[src/rtl/lvdc_consts.vh]
`ifndef LVDC_CONSTS_VH
`define LVDC_CONSTS_VH

// ****************************************
// Register addresses on the internal bus
// ****************************************
`define LVDC_ADDR_W        16
`define LVDC_CTRL_ADDR     16'hFFBE
`define LVDC_THR_ADDR      16'hFFBF
`define LVDC_CAUSE_ADDR    16'hFFA8

// ****************************************
// Field positions
// ****************************************
`define LVDC_ENABLE_BIT    7
`define LVDC_SOURCE_BIT    2
`define LVDC_MODE_BIT      1
`define LVDC_FLAG_BIT      0
`define LVDC_CAUSE_BIT     0
`define LVDC_THR_MSB       3

// ****************************************
// Reset values
// ****************************************
`define LVDC_CTRL_RESET    8'h00
`define LVDC_THR_RESET     4'h0
`define LVDC_READ_ZERO     8'h00

// ****************************************
// Timing
// ****************************************
`define LVDC_CLK_MHZ       20
`define LVDC_STAB_US       10
`define LVDC_PULSE_US      200
`define LVDC_STAB_CYC      (`LVDC_STAB_US * `LVDC_CLK_MHZ)
`define LVDC_PULSE_CYC     (`LVDC_PULSE_US * `LVDC_CLK_MHZ)

`endif

[src/rtl/lvdc_sync.v]
`timescale 1ns/1ps

// Two-stage synchroniser for comparator levels that change with no regard to clk
module lvdc_sync #(
  parameter WIDTH = 2
) (
  // Clock and reset
  input  wire             clk,
  input  wire             arst_n,
  // Asynchronous levels in, synchronised levels out
  input  wire [WIDTH-1:0] async_in,
  output reg  [WIDTH-1:0] sync_out
);

  reg [WIDTH-1:0] meta;

  // Only the second stage reads the first
  always @(posedge clk or negedge arst_n) begin
    if (!arst_n) begin
      meta     <= {WIDTH{1'b0}};
      sync_out <= {WIDTH{1'b0}};
    end else begin
      meta     <= async_in;
      sync_out <= meta;
    end
  end

endmodule // lvdc_sync

[src/rtl/lvdc_top.v]
// Overview of operation
// - Compare supply or pin; request reset/interrupt
// - Control bit 2 selects supply or pin
// - Control bit 1: interrupt or reset response
// - Interrupt on both falling and recovering level
// - Reset request held while level below threshold
// - Bit 0 read-only below-level flag
// - Supervisor reset sets reset-cause bit 0
// - Bit 7 enables comparator and detection
// - Only outside resets clear the control bits
// - Below level must persist minimum pulse width
// - Disabling while below raises an interrupt
// - Sixteen selectable supply thresholds
// - Keeps working during stop mode
// - Four-bit threshold field, frozen while running

`include "lvdc_consts.vh"
`timescale 1ns/1ps

module lvdc_top #(
  parameter STAB_CYC  = `LVDC_STAB_CYC,
  parameter PULSE_CYC = `LVDC_PULSE_CYC,
  parameter CNT_W     = 12
) (
  // Clock and reset (outside resets only, never the supervisor's own)
  input  wire                    clk,
  input  wire                    arst_n,
  // Internal CPU bus
  input  wire [`LVDC_ADDR_W-1:0] bus_addr,
  input  wire                    bus_wr,
  input  wire                    bus_rd,
  input  wire [7:0]              bus_wdata,
  output reg  [7:0]              bus_rdata,
  // Analog comparator side
  input  wire                    cmp_supply_below,
  input  wire                    cmp_ext_below,
  output reg                     detect_enable,
  output reg                     source_select,
  output reg  [3:0]              threshold_sel,
  // System side
  output reg                     supervisor_reset_req,
  output reg                     detect_irq,
  output reg                     supervisor_reset_cause
);

  // ****************************************
  // Constants and decode
  // ****************************************
  // Terminal counts are cut to CNT_W on purpose; CNT_W must be wide enough to hold them
  localparam integer     STAB_LAST_I  = STAB_CYC - 1;
  localparam integer     PULSE_LAST_I = PULSE_CYC - 1;
  localparam [CNT_W-1:0] STAB_LAST    = STAB_LAST_I[CNT_W-1:0];
  localparam [CNT_W-1:0] PULSE_LAST   = PULSE_LAST_I[CNT_W-1:0];
  localparam [CNT_W-1:0] CNT_ONE      = {{(CNT_W-1){1'b0}}, 1'b1};

  function hit;
    input [`LVDC_ADDR_W-1:0] addr;
    input [`LVDC_ADDR_W-1:0] target;
    begin
      hit = (addr == target);
    end
  endfunction

  wire wr_ctrl  = bus_wr && hit(bus_addr, `LVDC_CTRL_ADDR);
  wire wr_thr   = bus_wr && hit(bus_addr, `LVDC_THR_ADDR);
  wire rd_cause = bus_rd && hit(bus_addr, `LVDC_CAUSE_ADDR);

  // ****************************************
  // Control state
  // ****************************************
  reg             reset_or_irq_select;
  reg             below_level_flag;
  reg             flag_q;
  reg             stab_done;
  reg [CNT_W-1:0] stab_cnt;
  reg [CNT_W-1:0] pulse_cnt;
  wire [1:0]      below_sync;

  // Bit 1 carries the external pin, bit 0 the supply
  // comparator synchronisation
  lvdc_sync #(
    .WIDTH    (2)
  ) u_sync (
    .clk      (clk),
    .arst_n   (arst_n),
    .async_in ({cmp_ext_below, cmp_supply_below}),
    .sync_out (below_sync)
  );

  wire below_sel = source_select ? below_sync[1] : below_sync[0];

  // The supervisor's own reset request never reaches arst_n, so these bits survive it
  // cleared by outside resets only
  always @(posedge clk or negedge arst_n) begin
    if (!arst_n) begin
      detect_enable       <= 1'b0;
      source_select       <= 1'b0;
      reset_or_irq_select <= 1'b0;
    end else if (wr_ctrl) begin
      detect_enable       <= bus_wdata[`LVDC_ENABLE_BIT];
      source_select       <= bus_wdata[`LVDC_SOURCE_BIT];
      reset_or_irq_select <= bus_wdata[`LVDC_MODE_BIT];
    end
  end

  // Writes while running are dropped so the level never moves under the comparator
  // sixteen threshold levels
  always @(posedge clk or negedge arst_n) begin
    if (!arst_n) begin
      threshold_sel <= `LVDC_THR_RESET;
    end else if (wr_thr && !detect_enable) begin
      threshold_sel <= bus_wdata[`LVDC_THR_MSB:0];
    end
  end

  // ****************************************
  // Stabilisation and pulse-width filter
  // ****************************************
  // The comparator output is ignored until it has settled, so a
  // glitch straight after enabling cannot start the width count.
  always @(posedge clk or negedge arst_n) begin
    if (!arst_n) begin
      stab_cnt  <= {CNT_W{1'b0}};
      stab_done <= 1'b0;
    end else if (!detect_enable) begin
      stab_cnt  <= {CNT_W{1'b0}};
      stab_done <= 1'b0;
    end else if (!stab_done) begin
      if (stab_cnt == STAB_LAST) begin
        stab_done <= 1'b1;
      end else begin
        stab_cnt <= stab_cnt + CNT_ONE;
      end
    end
  end

  always @(posedge clk or negedge arst_n) begin
    if (!arst_n) begin
      pulse_cnt        <= {CNT_W{1'b0}};
      below_level_flag <= 1'b0;
    // flag clears on recovery or disable
    end else if (!detect_enable || !stab_done || !below_sel) begin
      pulse_cnt        <= {CNT_W{1'b0}};
      below_level_flag <= 1'b0;
    end else if (!below_level_flag) begin
      if (pulse_cnt == PULSE_LAST) begin
        below_level_flag <= 1'b1;
      end else begin
        pulse_cnt <= pulse_cnt + CNT_ONE;
      end
    end
  end

  // ****************************************
  // Responses
  // ****************************************
  // Edges of the filtered flag, not of the raw comparator, raise the interrupt
  // no clock gating, so stop mode keeps detection alive
  wire flag_change = below_level_flag ^ flag_q;
  // Cause sets as the reset request rises; a set in the same cycle as a read wins
  // over the read clear, so no supervisor reset goes unreported
  wire next_cause  = (reset_or_irq_select && below_level_flag && !supervisor_reset_req) ||
                     (supervisor_reset_cause && !rd_cause);

  always @(posedge clk or negedge arst_n) begin
    if (!arst_n) begin
      flag_q                 <= 1'b0;
      detect_irq             <= 1'b0;
      supervisor_reset_req   <= 1'b0;
      supervisor_reset_cause <= 1'b0;
    end else begin
      flag_q                 <= below_level_flag;
      // pulse on either edge, incl. disable
      detect_irq             <= flag_change && !reset_or_irq_select;
      supervisor_reset_req   <= reset_or_irq_select && below_level_flag;
      // reset cause, set wins over read clear
      supervisor_reset_cause <= next_cause;
    end
  end

  // ****************************************
  // Read data
  // ****************************************
  // Registered so the read data comes straight from a flip-flop
  reg [7:0] next_rdata;

  always @* begin
    next_rdata = `LVDC_READ_ZERO;
    if (bus_rd) begin
      if (hit(bus_addr, `LVDC_CTRL_ADDR)) begin
        next_rdata[`LVDC_ENABLE_BIT] = detect_enable;
        next_rdata[`LVDC_SOURCE_BIT] = source_select;
        next_rdata[`LVDC_MODE_BIT]   = reset_or_irq_select;
        next_rdata[`LVDC_FLAG_BIT]   = below_level_flag;
      end else if (hit(bus_addr, `LVDC_THR_ADDR)) begin
        next_rdata[`LVDC_THR_MSB:0] = threshold_sel;
      end else if (rd_cause) begin
        next_rdata[`LVDC_CAUSE_BIT] = supervisor_reset_cause;
      end
    end
  end

  always @(posedge clk or negedge arst_n) begin
    if (!arst_n) begin
      bus_rdata <= `LVDC_READ_ZERO;
    end else begin
      bus_rdata <= next_rdata;
    end
  end

endmodule // lvdc_top

[config.mk]
export PLATFORM = sky130hd
export DESIGN_NAME = lvdc_top
export DESIGN_NICKNAME = d
export VERILOG_FILES = /design/src/rtl/lvdc_sync.v /design/src/rtl/lvdc_top.v
export VERILOG_INCLUDE_DIRS = /design/src /design/src/rtl
export SDC_FILE = /design/constraint.sdc
export NUM_CORES = 1
export LEC_CHECK = 0
export BUFFER_PORTS_ARGS = -buffer_cell sky130_fd_sc_hd__buf_4
export CORE_ASPECT_RATIO = 0.9
export CORE_MARGIN = 1.5
export CORE_UTILIZATION = 30
export CTS_CLUSTER_SIZE = 16
export DETAILED_ROUTE_END_ITERATION = 16
export GPL_ROUTABILITY_DRIVEN = 0
export PLACE_DENSITY = 0.46
export SYNTH_ARGS = -nofsm -noshare
export SYNTH_HDL_FRONTEND = slang
export SYNTH_SLANG_ARGS = --single-unit
[constraint.sdc]
create_clock -name clk -period 4.5 [get_ports clk]
set_input_delay 0.675 -clock clk [delete_from_list [all_inputs] [get_ports clk]]
set_output_delay 0.675 -clock clk [all_outputs]
set_load 0.02 [all_outputs]
# After elaboration in Yosys (flattened, before gate mapping)

Index checks and enable logic that the tools add are counted.

Bitwise operators: 1
Add/sub/neg operators: 2
Multiplexer cells: 21
Reductions and logical operators: 19
Equal/unequal tests: 9

Operators by type and width:

| kind                  | count |
|---|---|
| $mux 12               | 6 |
| $eq 16x16->1 const B  | 3 |
| $add 12x1->12 const B | 2 |
| $eq 12x12->1 const B  | 1 |
| $eq 12x8->1 const B   | 1 |
| $mux 1                | 12 |
| $logic_and 1x1->1     | 8 |
| $logic_not 1->1       | 6 |
| $mux 3                | 2 |
| $ne 2x2->1 const B    | 3 |
| $mux 4                | 1 |
| $reduce_and 2->1      | 2 |
| $logic_or 1x1->1      | 3 |
| $ne 2x1->1 const B    | 1 |
| $xor 1x1->1           | 1 |

Output and inout port bits: 17
Register bits: 46
Logic and storage cells: 67
Input bits: 30

# Depth between registers and ports, before layout

Depth after elaboration: 6
Depth in mapped cells: 5
Gate-level depth less buffers: 5

# Hierarchy

A second synthesis with hierarchy kept.

Cell total of the unflattened synthesis: 203
Area, all modules: 2168.3 um^2

By module, submodules not included:

| module    | seq. area each (um^2) | area an instance (um^2) | cells each | times used |
|---|---|---|---|---|
| lvdc_top  | 1051.0                | 2068.2                  | 199        | 1 |
| lvdc_sync | 100.1                 | 100.1                   | 4          | 1 |

# Worst setup path after synthesis

OpenSTA, ideal clock, no wires.

Path type: in2reg
Start point: input port bus_addr[9]
End point: register detect_enable
Slack: 2.633 ns
Stages: 4
Arrival time: 1.742 ns
Cell sequence: nand4_1 nor4_2 and3_1 mux2_2

Word-level cells in the longest chain between the ends: 2

RTL lines:

| item                   | line           | text |
|---|---|---|
| start: declaration     | lvdc_top.v:29  | `` input wire [`LVDC_ADDR_W-1:0] bus_addr, `` |
| $eq 16x16->1           | lvdc_top.v:60  | `hit = (addr == target);` |
| $logic_and 1x1->1      | lvdc_top.v:64  | `` wire wr_ctrl = bus_wr && hit(bus_addr, `LVDC_CTRL_ADDR); `` |
| end signal: assignment | lvdc_top.v:100 | `` detect_enable <= bus_wdata[`LVDC_ENABLE_BIT]; `` |
| end: declaration       | lvdc_top.v:37  | `output reg detect_enable,` |

No other way between the ends.
A chain may end at the register's enable or synchronous reset.

# Worst setup path after layout

Start point: register detect_enable
End point: register stab_cnt[3]

Word-level cells in the longest chain between the ends: 2
Elaborated cells between the ends (all ways): 4

RTL lines:

| item                       | line           | text |
|---|---|---|
| $ne 2x2->1 (no line)       | --             |  |
| $reduce_and 2->1 (no line) | --             |  |
| end signal: assignment     | lvdc_top.v:123 | `stab_cnt <= {CNT_W{1'b0}};` |
| end signal: assignment     | lvdc_top.v:126 | `stab_cnt <= {CNT_W{1'b0}};` |
| end signal: assignment     | lvdc_top.v:132 | `stab_cnt <= stab_cnt + CNT_ONE;` |
| end: declaration           | lvdc_top.v:75  | `reg [CNT_W-1:0] stab_cnt;` |

Several ways; a longest one is shown, not always the timed one.

==> load_flow_metrics.sql <==
INSERT INTO impl_metrics (metric_group, metric, value, unit) VALUES
('sta', 'maxSlewViolCount', '0', ''),
('sta', 'finalCritPeriodShare', '0.483', ''),
('power', 'worst_ir_drop_vdd', '145', 'µV'),
('floorplanning', 'die_area', '7800', 'µm²'),
('worst_setup_path', 'critical_path.endpoint_type', 'flop', ''),
('clocking', 'tritoncts_clock_tree', 'built', ''),
('cells_and_area', 'area_growth', '22.8', '%'),
('global_routing', 'globalRouteMet2Util', '0.184', ''),
('synth', 'unique_masters_post_synth', '48', ''),
('synth', 'top_count_cell_post_synth', 'dfrtp_1', ''),
('clocking', 'cts_buffers', '5', ''),
('clocking', 'clock_tree.htree_level_count', '2', ''),
('sta', 'timing.clock.skew', '0.0112', 'ns'),
('synth', 'yosys_warnings', '0', ''),
('power', 'fin_total_pwr', '764', 'µW'),
('placement', 'placement.cell_area', '2570', 'µm²'),
('cells_and_area', 'nets', '280', ''),
('cells_and_area', 'final_layout_size_suffix_gt1_frac', '0.249', ''),
('synth', 'synth_adder_area_share', '0.0115', ''),
('global_routing', 'number_of_antenna_violations_at_the_first_check_in_global_routing', '0', ''),
('drt', 'wl_per_cell', '13.1', 'µm'),
('sta', 'hold_ws', '0.356', 'ns'),
('worst_setup_path', 'worst_path_largest_cell_delay', '0.77', 'ns'),
('worst_setup_path', 'crit_path_top_delay_cell', 'dfrtp_1', ''),
('synth', 'synth_top_area_cell', 'dfrtp_1', ''),
('power', 'leakagePower', '1.22', 'nW'),
('synth', 'synth-main-ff-cell', 'dfrtp_1', ''),
('worst_setup_path', 'r2r.worst_path.cells', '4', ''),
('synth', 'syn-instance-count', '206', ''),
('power', 'share_comb_of_total_power', '0.044', ''),
('worst_setup_path', 'path_class', 'flop to flop', ''),
('floorplanning', 'io-pin-count', '47', ''),
('sta', 'worst-slew-pin-transition', '0.643', 'ns'),
('worst_setup_path', 'crit_cells', '4', ''),
('sta', 'report.final.hold_viol_count', '0', ''),
('floorplanning', 'initial_utilization', '0.310', ''),
('power', 'p_per_area', '285', 'nW/µm²'),
('power', 'total_switching_power', '167', 'µW'),
('synth', 'synthTopCellsByCount', 'dfrtp_1, nor2_1, nand2_1', ''),
('synth', 'synthArstFlopShare', '1.00', ''),
('clocking', 'clk_pin_slew', '0.09', 'ns'),
('power', 'internal-power', '598', 'µW'),
('drt', 'drt_iter0_drc', '45', ''),
('worst_setup_path', 'timing.critical_path.fanout_max', '23', ''),
('sta', 'max_freq', '460', 'MHz'),
('drt', 'totalWireLength', '4490', 'µm'),
('cells_and_area', 'antenna-diode-count', '0', ''),
('drt', 'final_antenna_net_count', '0', ''),
('clocking', 'clk_latency', '0.30', 'ns'),
('power', 'p_seq_frac', '0.543', ''),
('synth', 'syn_avg_cell_area', '10.6', 'µm²'),
('placement', 'place.port_buffers', '40', ''),
('global_routing', 'globalRoute.busiestLayer', 'met1', ''),
('drt', 'post-route-drc-count', '0', ''),
('power', 'swShare', '0.218', ''),
('placement', 'place_ws', '2.32', 'ns'),
('sta', 'setup_total_negative_slack', '0', 'ns'),
('run_status', 'run_status', 'finished clean', ''),
('synth', 'number_of_flops_mapped_to_enable_cells_by_yosys', '0', ''),
('worst_setup_path', 'cp_data_arrival_time', '2.41', 'ns'),
('sta', 'finalSetupViolCount', '0', ''),
('clocking', 'postCtsSetupRepairBufs', '0', ''),
('drt', 'route.vias.total', '1629', ''),
('synth', 'synth_compound_gate_area_share', '0.0596', ''),
('global_routing', 'via_count_of_the_first_global_routing_pass', '1637', ''),
('job', 'cap_violations', '0', ''),
('synth', 'synth.mux.area_fraction', '0.0687', ''),
('synth', 'post_synth_instance_area', '2180', 'µm²'),
('synth', 'synth-xor-area-share', '0.0481', ''),
('clocking', 'cts_root_buffer', 'clkbuf_8', ''),
('clocking', 'cts_repair_resize_count', '0', '');
state kept, by name, summed over array words and instances (netlist names), 2 cells and up:
register	flops
bus_rdata	5
pulse_cnt	12
stab_cnt	12
threshold_sel	4
u_sync.meta	2
u_sync.sync_out	2
per-layer routing:
metal | vias up | wire length, µm
met5 | - | 0
met4 | 0 | 61
met3 | 8 | 128
met2 | 17 | 1930
met1 | 798 | 2370
li1 | 806 | -
final timing paths:
kind	startpoint	slack, ns	to
hold reg to reg	u_sync.meta[1]$_DFF_PN0_	0.36	u_sync.sync_out[1]$_DFF_PN0_
max in group asynchronous	arst_n	3.73	below_level_flag$_DFF_PN0_
setup / recovery	detect_enable$_DFFE_PN0P_	2.33	stab_cnt[3]$_DFFE_PN0P_
min in group clk	u_sync.meta[1]$_DFF_PN0_	0.36	u_sync.sync_out[1]$_DFF_PN0_
setup reg to reg	detect_enable$_DFFE_PN0P_	2.33	stab_cnt[3]$_DFFE_PN0P_
hold / removal	arst_n	0.36	stab_cnt[3]$_DFFE_PN0P_
cell usage in the layout (no fill, tap or decap), drive strengths merged, types with 6 or more instances in the layout:
cell and count:
inv 6, nand2b 7, nor2 21, xnor2 7, nand3 12, dfrtp 46, nor3 6, and2 6
nor4 6, mux2 8, buf 40, nand2 19, mux2i 6
power groups by stage:
stage,registers (mW),clock network (mW),logic (mW)
CTS,0.415,0.331,0.0347
floorplan,0.423,0,0.00827
detailed placement,0.423,0,0.0347
finish,0.415,0.316,0.0336
global route,0.416,0.350,0.0382
global placement,0.423,0,0.0345
metrics by stage:
stage                      util  std cells
after floorplan               -        208
after global placement    0.365        334
after detailed placement  0.365        334
after CTS                 0.381        342
after global routing      0.381        342
final                     0.381        342
final cells by class:
type                    instances  area, µm²
clock buffers                   5       68.8
fillers                       729       4360
inverters                       5       18.8
multi-input cells             150        983
well taps                      93        116
clock inverters                 3       43.8
flip-flops and latches         46       1150
repair buffers                 40        300
logic make-up (layout without fill, tap and decap cells):
logic type | count (synthesis) | after routing
simple gates | 101 | 101
flops | 46 | 46
compound gates | 18 | 18
mux | 14 | 14
xor+xnor | 12 | 12
buf+inv | 12 | 53
fa+ha+maj | 2 | 2
other cells | 1 | 3
Note: power is estimated with default switching activity, not from simulation.
